==> src/ssw_sync.sv <==
package ssw_pkg;
    localparam int CLK_PERIOD_NS = 25;
    localparam int NS_PER_MS = 1000000;
    localparam int RST_DELAY_MS = 200;
    localparam int WD_T0_MS = 100;
    localparam int WD_T1_MS = 500;
    localparam int WD_T2_MS = 1000;

    localparam logic [4:0] OFS_CTRL = 5'h00;
    localparam logic [4:0] OFS_STATE = 5'h04;
    localparam logic [4:0] OFS_INT_STATUS = 5'h08;
    localparam logic [4:0] OFS_INT_MASK = 5'h0c;
    localparam logic [4:0] OFS_WDOG_COUNT = 5'h10;

    localparam int CTRL_PEN_BIT = 7;
    localparam int CTRL_SEL_HI_BIT = 6;
    localparam int CTRL_SEL_LO_BIT = 5;
    localparam logic [7:0] CTRL_WR_MASK = 8'he0;
    localparam logic [7:0] CTRL_RESET = 8'h60;

    localparam int EV_UNDERVOLT = 0;
    localparam int EV_WDOG = 1;
    localparam int EV_SUPPLY2 = 2;
    localparam int EV_REFUSED = 3;
    localparam int EV_W = 4;

    localparam logic [1:0] SEL_T0 = 2'h0;
    localparam logic [1:0] SEL_T1 = 2'h1;
    localparam logic [1:0] SEL_T2 = 2'h2;
    localparam logic [1:0] SEL_OFF = 2'h3;

    typedef struct packed {
        logic supply_ok;
        logic supply2_ok;
        logic sda;
        logic scl;
        logic wp;
    } ssw_pins_t;

    typedef enum logic [1:0] {
        SSW_DELAY = 2'h1,
        SSW_RUN = 2'h3
    } ssw_state_t;
endpackage : ssw_pkg

module ssw_sync #(
    parameter int WIDTH = 1
) (
    input wire logic pclk,
    input wire logic presetn,
    input wire logic [WIDTH-1:0] async_in,
    output logic [WIDTH-1:0] sync_out
);
    logic [WIDTH-1:0] stage1;

    always_ff @(posedge pclk or negedge presetn) begin
        if (!presetn) begin
            stage1 <= '0;
            sync_out <= '0;
        end else begin
            stage1 <= async_in;
            sync_out <= stage1;
        end
    end
endmodule // ssw_sync

==> src/ssw_top.sv <==
// Summary of operation
// - reset output is driven low whenever the main supply flag reports undervoltage.
// - after recovery reset stays low until the supply is good for the full delay, restarting on a dip.
// - from power-up reset is held low and released only after the delay of good supply.
// - an enabled watchdog with no start condition for its timeout asserts reset.
// - a falling data line while the clock line is high restarts the watchdog count.
// - three timeout choices are held in retained control bits that survive chip resets.
// - the second-supply fail pin is pulled low while that supply is below threshold, else released.
// - the second-supply fail pin has no delay and ignores the main reset logic.
// - the second-supply compare result reaches the pin with no hysteresis or filtering.
// - with the protect pin high and the protect enable bit set, control writes are refused.
// - the timeout comes from two control bits that software may rewrite unless locked.
// - while reset is active the two-wire bus is blocked and transfers are aborted.
module ssw_top
    import ssw_pkg::*;
#(
    parameter int RST_DELAY_CYC = RST_DELAY_MS * (NS_PER_MS / CLK_PERIOD_NS),
    parameter int WD_CYC0 = WD_T0_MS * (NS_PER_MS / CLK_PERIOD_NS),
    parameter int WD_CYC1 = WD_T1_MS * (NS_PER_MS / CLK_PERIOD_NS),
    parameter int WD_CYC2 = WD_T2_MS * (NS_PER_MS / CLK_PERIOD_NS)
) (
    input wire logic pclk,
    input wire logic presetn,
    input wire logic psel,
    input wire logic penable,
    input wire logic pwrite,
    input wire logic [31:0] paddr,
    input wire logic [31:0] pwdata,
    output logic [31:0] prdata,
    output logic pready,
    output logic pslverr,
    input wire logic supply_ok_in,
    input wire logic supply2_monitor_in,
    input wire logic sda_in,
    input wire logic scl_in,
    input wire logic wp_in,
    output logic reset_out,
    output logic reset_oe_n,
    output logic supply2_fail_n,
    output logic supply2_fail_oe_n,
    output logic twowire_block,
    output logic irq
);
    localparam int CW = 32;

    generate
        if (RST_DELAY_CYC < 2 || WD_CYC0 < 2 || WD_CYC1 < 2 || WD_CYC2 < 2) begin : g_bad
            $error("ssw_top: delay and timeout counts must be at least 2");
        end
    endgenerate

    ssw_pins_t pins_raw;
    ssw_pins_t pins;
    logic sda_prev;
    logic start_cond;
    ssw_state_t state;
    logic [CW-1:0] dly_cnt;
    logic [CW-1:0] wd_cnt;
    logic [CW-1:0] wd_limit;
    logic wd_on;
    logic wd_expire;
    logic reset_active;
    logic [7:0] ctrl;
    logic [1:0] period_sel;
    logic locked;
    logic [EV_W-1:0] int_status;
    logic [EV_W-1:0] int_mask;
    logic [EV_W-1:0] events;
    logic supply2_prev;
    logic setup_ph;
    logic access_wr;
    logic wr_ctrl;
    logic wr_status;
    logic wr_mask;
    logic addr_ok;
    logic [31:0] next_rdata;

    assign pins_raw = '{supply_ok: supply_ok_in, supply2_ok: supply2_monitor_in,
                        sda: sda_in, scl: scl_in, wp: wp_in};

    ssw_sync #(
        .WIDTH($bits(ssw_pins_t))
    ) u_sync (
        .pclk(pclk),
        .presetn(presetn),
        .async_in(pins_raw),
        .sync_out(pins)
    );

    // start condition detect
    always_ff @(posedge pclk or negedge presetn) begin
        if (!presetn) begin
            sda_prev <= 1'b1;
        end else begin
            sda_prev <= pins.sda;
        end
    end

    assign start_cond = sda_prev && !pins.sda && pins.scl;

    assign period_sel = {ctrl[CTRL_SEL_HI_BIT], ctrl[CTRL_SEL_LO_BIT]};
    assign wd_on = (period_sel != SEL_OFF);

    always_comb begin
        unique case (period_sel)
            SEL_T0: wd_limit = CW'(WD_CYC0);
            SEL_T1: wd_limit = CW'(WD_CYC1);
            SEL_T2: wd_limit = CW'(WD_CYC2);
            SEL_OFF: wd_limit = CW'(WD_CYC2);
        endcase
    end

    assign wd_expire = (state == SSW_RUN) && wd_on && !start_cond
        && (wd_cnt == wd_limit - CW'(1));

    // reset sequencer
    always_ff @(posedge pclk or negedge presetn) begin
        if (!presetn) begin
            state <= SSW_DELAY;
        end else begin
            unique case (state)
                SSW_DELAY: begin
                    if (pins.supply_ok && dly_cnt == CW'(RST_DELAY_CYC - 1)) begin
                        state <= SSW_RUN;
                    end
                end
                SSW_RUN: begin
                    if (!pins.supply_ok) begin
                        state <= SSW_DELAY;
                    end else if (wd_expire) begin
                        state <= SSW_DELAY;
                    end
                end
                default: state <= SSW_DELAY;
            endcase
        end
    end

    // release delay counter
    always_ff @(posedge pclk or negedge presetn) begin
        if (!presetn) begin
            dly_cnt <= '0;
        end else if (state != SSW_DELAY || !pins.supply_ok) begin
            dly_cnt <= '0;
        end else if (dly_cnt != CW'(RST_DELAY_CYC - 1)) begin
            dly_cnt <= dly_cnt + CW'(1);
        end
    end

    // watchdog counter
    always_ff @(posedge pclk or negedge presetn) begin
        if (!presetn) begin
            wd_cnt <= '0;
        end else if (state != SSW_RUN || !wd_on || start_cond || wd_expire) begin
            wd_cnt <= '0;
        end else begin
            wd_cnt <= wd_cnt + CW'(1);
        end
    end

    assign reset_active = (state != SSW_RUN);
    assign reset_out = 1'b0;
    // open drain low while in reset
    assign reset_oe_n = !reset_active;
    assign twowire_block = reset_active;

    assign supply2_fail_n = 1'b0;
    assign supply2_fail_oe_n = pins.supply2_ok;

    // apb decode
    assign setup_ph = psel && !penable;
    assign access_wr = psel && penable && pwrite;
    assign addr_ok = (paddr[31:5] == '0) && (paddr[1:0] == 2'h0)
        && (paddr[4:0] <= OFS_WDOG_COUNT);
    assign wr_ctrl = access_wr && (paddr[4:0] == OFS_CTRL);
    assign wr_status = access_wr && (paddr[4:0] == OFS_INT_STATUS);
    assign wr_mask = access_wr && (paddr[4:0] == OFS_INT_MASK);
    assign pready = 1'b1;

    assign locked = pins.wp && ctrl[CTRL_PEN_BIT];

    // retained control bits, untouched by chip reset
    always_ff @(posedge pclk or negedge presetn) begin
        if (!presetn) begin
            ctrl <= CTRL_RESET;
        end else if (wr_ctrl && !locked) begin
            ctrl <= pwdata[7:0] & CTRL_WR_MASK;
        end
    end

    always_ff @(posedge pclk or negedge presetn) begin
        if (!presetn) begin
            supply2_prev <= 1'b0;
        end else begin
            supply2_prev <= pins.supply2_ok;
        end
    end

    always_comb begin
        events = '0;
        events[EV_UNDERVOLT] = (state == SSW_RUN) && !pins.supply_ok;
        events[EV_WDOG] = wd_expire;
        events[EV_SUPPLY2] = supply2_prev && !pins.supply2_ok;
        events[EV_REFUSED] = wr_ctrl && locked;
    end

    // sticky status, set wins over clear
    always_ff @(posedge pclk or negedge presetn) begin
        if (!presetn) begin
            int_status <= '0;
        end else if (wr_status) begin
            int_status <= (int_status & ~pwdata[EV_W-1:0]) | events;
        end else begin
            int_status <= int_status | events;
        end
    end

    always_ff @(posedge pclk or negedge presetn) begin
        if (!presetn) begin
            int_mask <= '0;
        end else if (wr_mask) begin
            int_mask <= pwdata[EV_W-1:0];
        end
    end

    assign irq = |(int_status & int_mask);

    always_comb begin
        next_rdata = '0;
        unique case (paddr[4:0])
            OFS_CTRL: next_rdata[7:0] = ctrl;
            OFS_STATE: next_rdata[4:0] = {pins.wp, pins.supply2_ok, reset_active,
                                          wd_on, pins.supply_ok};
            OFS_INT_STATUS: next_rdata[EV_W-1:0] = int_status;
            OFS_INT_MASK: next_rdata[EV_W-1:0] = int_mask;
            OFS_WDOG_COUNT: next_rdata = wd_cnt;
            default: next_rdata = '0;
        endcase
    end

    // read data and error captured at setup
    always_ff @(posedge pclk or negedge presetn) begin
        if (!presetn) begin
            prdata <= '0;
            pslverr <= 1'b0;
        end else if (setup_ph) begin
            prdata <= (addr_ok && !pwrite) ? next_rdata : 32'h0000_0000;
            pslverr <= !addr_ok || (pwrite && paddr[4:0] == OFS_CTRL && locked);
        end
    end

    property p_undervolt;
        @(posedge pclk) disable iff (!presetn)
        !pins.supply_ok |=> reset_active;
    endproperty
    a_undervolt: assert property (p_undervolt)
        else $error("undervoltage did not assert reset");

    property p_dip_restart;
        @(posedge pclk) disable iff (!presetn)
        (state == SSW_DELAY) && !pins.supply_ok |=> (dly_cnt == '0) && reset_active;
    endproperty
    a_dip_restart: assert property (p_dip_restart)
        else $error("supply dip did not restart delay");

    property p_release;
        @(posedge pclk) disable iff (!presetn)
        $fell(reset_active) |-> $past(dly_cnt) == CW'(RST_DELAY_CYC - 1)
            && $past(pins.supply_ok);
    endproperty
    a_release: assert property (p_release)
        else $error("reset released before full delay");

    property p_wdog_fire;
        @(posedge pclk) disable iff (!presetn)
        (state == SSW_RUN) && pins.supply_ok && wd_on && !start_cond
            && (wd_cnt == wd_limit - CW'(1)) |=> reset_active ##1 (dly_cnt == CW'(1));
    endproperty
    a_wdog_fire: assert property (p_wdog_fire)
        else $error("watchdog timeout did not reset");

    property p_wdog_kick;
        @(posedge pclk) disable iff (!presetn)
        start_cond |=> (wd_cnt == '0);
    endproperty
    a_wdog_kick: assert property (p_wdog_kick)
        else $error("start condition did not restart watchdog");

    property p_sup2;
        @(posedge pclk) disable iff (!presetn)
        $changed(supply2_fail_oe_n) |-> supply2_fail_oe_n == $past(supply2_monitor_in, 2)
            && !supply2_fail_n;
    endproperty
    a_sup2: assert property (p_sup2)
        else $error("fail pin does not follow second monitor");

    property p_lock;
        @(posedge pclk) disable iff (!presetn)
        wr_ctrl && locked |=> $stable(ctrl) && int_status[EV_REFUSED];
    endproperty
    a_lock: assert property (p_lock)
        else $error("locked control write took effect");

    property p_ctrl_src;
        @(posedge pclk) disable iff (!presetn)
        !$stable(ctrl) |-> $past(wr_ctrl) && !$past(locked);
    endproperty
    a_ctrl_src: assert property (p_ctrl_src)
        else $error("control bits changed without unlocked write");

    property p_block;
        @(posedge pclk) disable iff (!presetn)
        reset_active |-> twowire_block && !reset_oe_n;
    endproperty
    a_block: assert property (p_block)
        else $error("bus not blocked during reset");

    property p_wd_count;
        @(posedge pclk) disable iff (!presetn)
        (state == SSW_RUN) && pins.supply_ok && wd_on && !start_cond
            && (wd_cnt < wd_limit - CW'(1)) |=> wd_cnt == $past(wd_cnt) + CW'(1);
    endproperty
    a_wd_count: assert property (p_wd_count)
        else $error("watchdog counter did not advance");
endmodule // ssw_top

==> config.mk <==
export PLATFORM = sky130hd
export DESIGN_NAME = ssw_top
export DESIGN_NICKNAME = d
export VERILOG_FILES = /design/src/ssw_sync.sv /design/src/ssw_top.sv
export SDC_FILE = /design/constraint.sdc
export NUM_CORES = 1
export LEC_CHECK = 0
export BUFFER_PORTS_ARGS = -buffer_cell sky130_fd_sc_hd__buf_2
export CAP_MARGIN = 30
export CORE_MARGIN = 1
export CORE_UTILIZATION = 50
export CTS_CLUSTER_DIAMETER = 100
export CTS_CLUSTER_SIZE = 40
export DETAILED_ROUTE_END_ITERATION = 12
export GPL_TIMING_DRIVEN = 0
export MAX_ROUTING_LAYER = met4
export PLACE_DENSITY_LB_ADDON = 0.1
export SETUP_SLACK_MARGIN = 0.05
export SLEW_MARGIN = 20
export SYNTH_ARGS = -nofsm -noshare
export SYNTH_HDL_FRONTEND = slang
export SYNTH_SLANG_ARGS = --single-unit
==> constraint.sdc <==
create_clock -name pclk -period 4.4 [get_ports pclk]
set_input_delay 0.44 -clock pclk [delete_from_list [all_inputs] [get_ports pclk]]
set_output_delay 0.44 -clock pclk [all_outputs]
set_load 0.02 [all_outputs]
==> impl_metrics.yaml <==
worst_setup_path:
  crit_cells: 8
  critical-path-slowest-cell: "nor4_1"
  worstReg2RegStart: "dly_cnt[0]$_DFFE_PN0P_"
  startpoint: "dly_cnt[0]$_DFFE_PN0P_"
  path_class: "reg -> reg"
  critPathRequiredTime_ps: 4730
  critPathBufInv: 2
  critPathCapture: "dly_cnt[4]$_DFFE_PN0P_"
  worst-path-max-fanout: 10
  r2r_cells: 8
  reg2reg_setup_slack_ps: 1650
  critical_path_arrival_ps: 3080
  start_kind: "flip-flop"
  worst_path_largest_cell_delay_ps: 610
  end_kind: "flip-flop"
  crit_path_cell_trace: "ha_1 -> nand2_4 -> or2_2 -> nor4_1 -> buf_2 -> clkbuf_1 -> o21ai_0 -> a21oi_1"
  path_delay_family: "simple AND/OR/NAND/NOR gates"
  r2r-end: "dly_cnt[4]$_DFFE_PN0P_"
synthesis:
  synth.area.mux_share_pct: 2.66
  yosysUniqueCellTypes: 51
  synth_top_area_share_pct: 51.9
  ys.flop_type: "dfrtp_1"
  synth_edf_count: 0
  synth_adder_area_share_pct: 0.440
  seq_area_frac_synth_pct: 53.3
  synthXorXnorAreaFrac_pct: 6.77
  syn_avg_cell_area_um2: 10.3
  synth_simple_gate_area_share_pct: 21.5
  yosys.area.top_type: "dfrtp_1"
  synth_warnings: 0
  synth.area.top_cells: "dfrtp_1, a22o_1, xnor2_1"
  synth_compound_area_share_pct: 12.1
  ys_seq_elements: 121
  async_flop_share_pct: 100
  synthCells: 553
  syn_area_mm2: 0.00569
  synth_top_family_by_area: "simple AND/OR/NAND/NOR gates"
sta:
  drv_slew: 0
  finalHoldViolations: 0
  rsz0062_at_grt: "no"
  fin_crit_sh_pct: 62.5
  worst_pin_slew_ps: 754
  finClkSkew_ps: 5.65
  relSlewSlack_pct: 49.1
  fmax_mhz: 363
  setup_slack_ps: 1650
  fin_crit_ps: 2750
  setup_viol: 0
  setup_tns_ps: 0
clock_tree:
  cts_resized: 0
  clk_pin_slew_ps: 50
  cts.sinks: 121
  clockRootBuffer: "clkbuf_16"
  cts_tree: "built"
  postCtsHoldBufs: 0
  postCtsSetupRepairBufs: 0
  cts_inserted_buffers: 17
  clk_latency_ps: 410
  cts_buffer_depth: 2
  htree_levels: 4
pwr:
  pwr_density_cell_mw_per_mm2: 368
  ir_drop_uv: 248
  switching_share_pct: 21.9
  power_frac_clock_pct: 50.4
  power_leakage_nw: 2.99
  p_int_w: 0.00197
  seqPwrFrac_pct: 45.3
  p_comb_share_pct: 4.4
  switchingPower_w: 0.000553
min_path:
  hold_class: "in -> async"
global_route:
  grt_antenna_before_repair: 0
  grt_pass1_vias: 4518
  grt_pass1_wl_mm: 21.4
  overflow: 0
  grt_max_degree: 73
  grt.total_usage_pct: 24.4
finish:
  final_cell_mix: "dfrtp_1, buf_2, nor2_1"
  n_fill_cell: 925
  mostFrequentLayoutCell: "dfrtp_1"
  fin_nets: 733
  layout-drive-gt1-share_pct: 21.0
  n_antenna_cell: 0
  multi_input_area_mm2: 0.00248
  register_area_mm2: 0.00303
  area_growth_syn_to_layout_pct: 20.6
die:
  core.rowCount: 38
  io_pins: 114
  coreArea_mm2: 0.0110
  dieWidth_um: 109
  die_area_mm2: 0.0118
  initial_core_util_pct: 51.8
  die_y_um: 109
placed_design:
  place_congestion: 0.876
  dp_hpwl_mm: 9.15
  port_buffers: 83
  dp_slack_ps: 1770
run:
  drv_cap: 0
detailed_routing:
  ant_nets: 0
  via_per_inst: 5.81
  num_vias: 4710
  dr.pass1.iters: 4
  wl_per_cell_um: 16.0
  drt-total-wl_mm: 12.9
  drtIter0Drc: 243
  drc: 0
outcome:
  status: "completed"
==> Yosys cell counts, types with 2 or more instances <==
master and n:
o21ai_0 24, clkbuf_1 22, or3_2 2, o31ai_1 4, inv_1 13, or4_1 8, or3_1 12, nand2_1 33
dfrtp_1 118, a21o_1 3, and4_1 6, nor2_1 60, nor3_1 14, a22oi_1 7, xor2_1 13, nand2b_1 4
buf_4 5, o211ai_1 2, nand3b_1 2, a21oi_1 15, mux2i_1 5, nand4_1 14, conb_1 2, nor4_1 26
dfstp_2 3, and3_1 4, a22o_1 32, nand3_1 26, xnor2_1 31, ha_1 2, mux2_2 9, buf_2 2
nor2b_1 2, or2_2 3, and2_1 3, nor4b_1 6, a211oi_1 2
==> area by class of cell <==
type / count / share of cell area [%]
clock inverter: 9 / 1.09
clock buffer: 23 / 6.82
multi-input combinational: 391 / 36.2
sequential: 121 / 44.2
tap: 140 / 2.55
timing repair buffer: 84 / 6.55
buffer: 29 / 1.90
inverter: 13 / 0.711
==> stage by stage <==
stage	instance area [µm²]	total power [W]	instances	hold WS [ps]	utilization [%]
2_1_floorplan	5700	0.00121	554	144	-
3_3_place_gp	6290	0.00127	777	332	57.2
3_5_place_dp	6320	0.00128	778	336	57.5
4_1_cts	6860	0.00254	810	55.0	62.5
5_1_grt	6860	0.00261	810	85.5	62.5
6_report	6860	0.00253	810	25.7	62.5
==> power by group through the flow <==
stage	clock network, W	logic, W	registers (W)
floorplan	0	0.0000475	0.00116
global placement	0	0.000106	0.00116
detailed placement	0	0.000113	0.00116
CTS	0.00129	0.000113	0.00114
global route	0.00134	0.000126	0.00114
finish	0.00127	0.000110	0.00114
==> worst min-delay path by stage <==
stage | to | slack, ps | cells past startpoint
detailed placement | u_sync.sync_out[4]$_DFF_PN0_ | 340 | 0
CTS | prdata[28]$_DFFE_PN0P_ | 50 | 1
global placement | u_sync.sync_out[3]$_DFF_PN0_ | 330 | 0
floorplan | ctrl[7]$_DFFE_PN0P_ | 140 | 0
finish | prdata[28]$_DFFE_PN0P_ | 30 | 1
global route | prdata[28]$_DFFE_PN0P_ | 90 | 1
==> layer usage <==
metal	up-vias	part of all wire (%)	track usage, %
met3	26	5.2	5.08
met1	2304	46	30.9
met2	150	47	38.2
met4	0	1.8	10.0
li1	2230	-	-
met5	-	0	-
==> logic make-up after synthesis <==
family,Yosys count
AO/OA/AOI/OAI,98
XOR/XNOR,44
multiplexers,14
buffers and inverters,42
other,2
AND/OR/NAND/NOR,230
adder cells (fa/ha/maj),2
flip-flops,121
==> sequential cells by signal (all words and copies together), names as in the netlist <==
register,cells
dly_cnt,32
sda_prev,1
pslverr,1
ctrl,3
u_sync.stage1,5
supply2_prev,1
int_status,4
wd_cnt,32
prdata,32
int_mask,4
u_sync.sync_out,5
state,1
(Power assumes the default switching activity.)
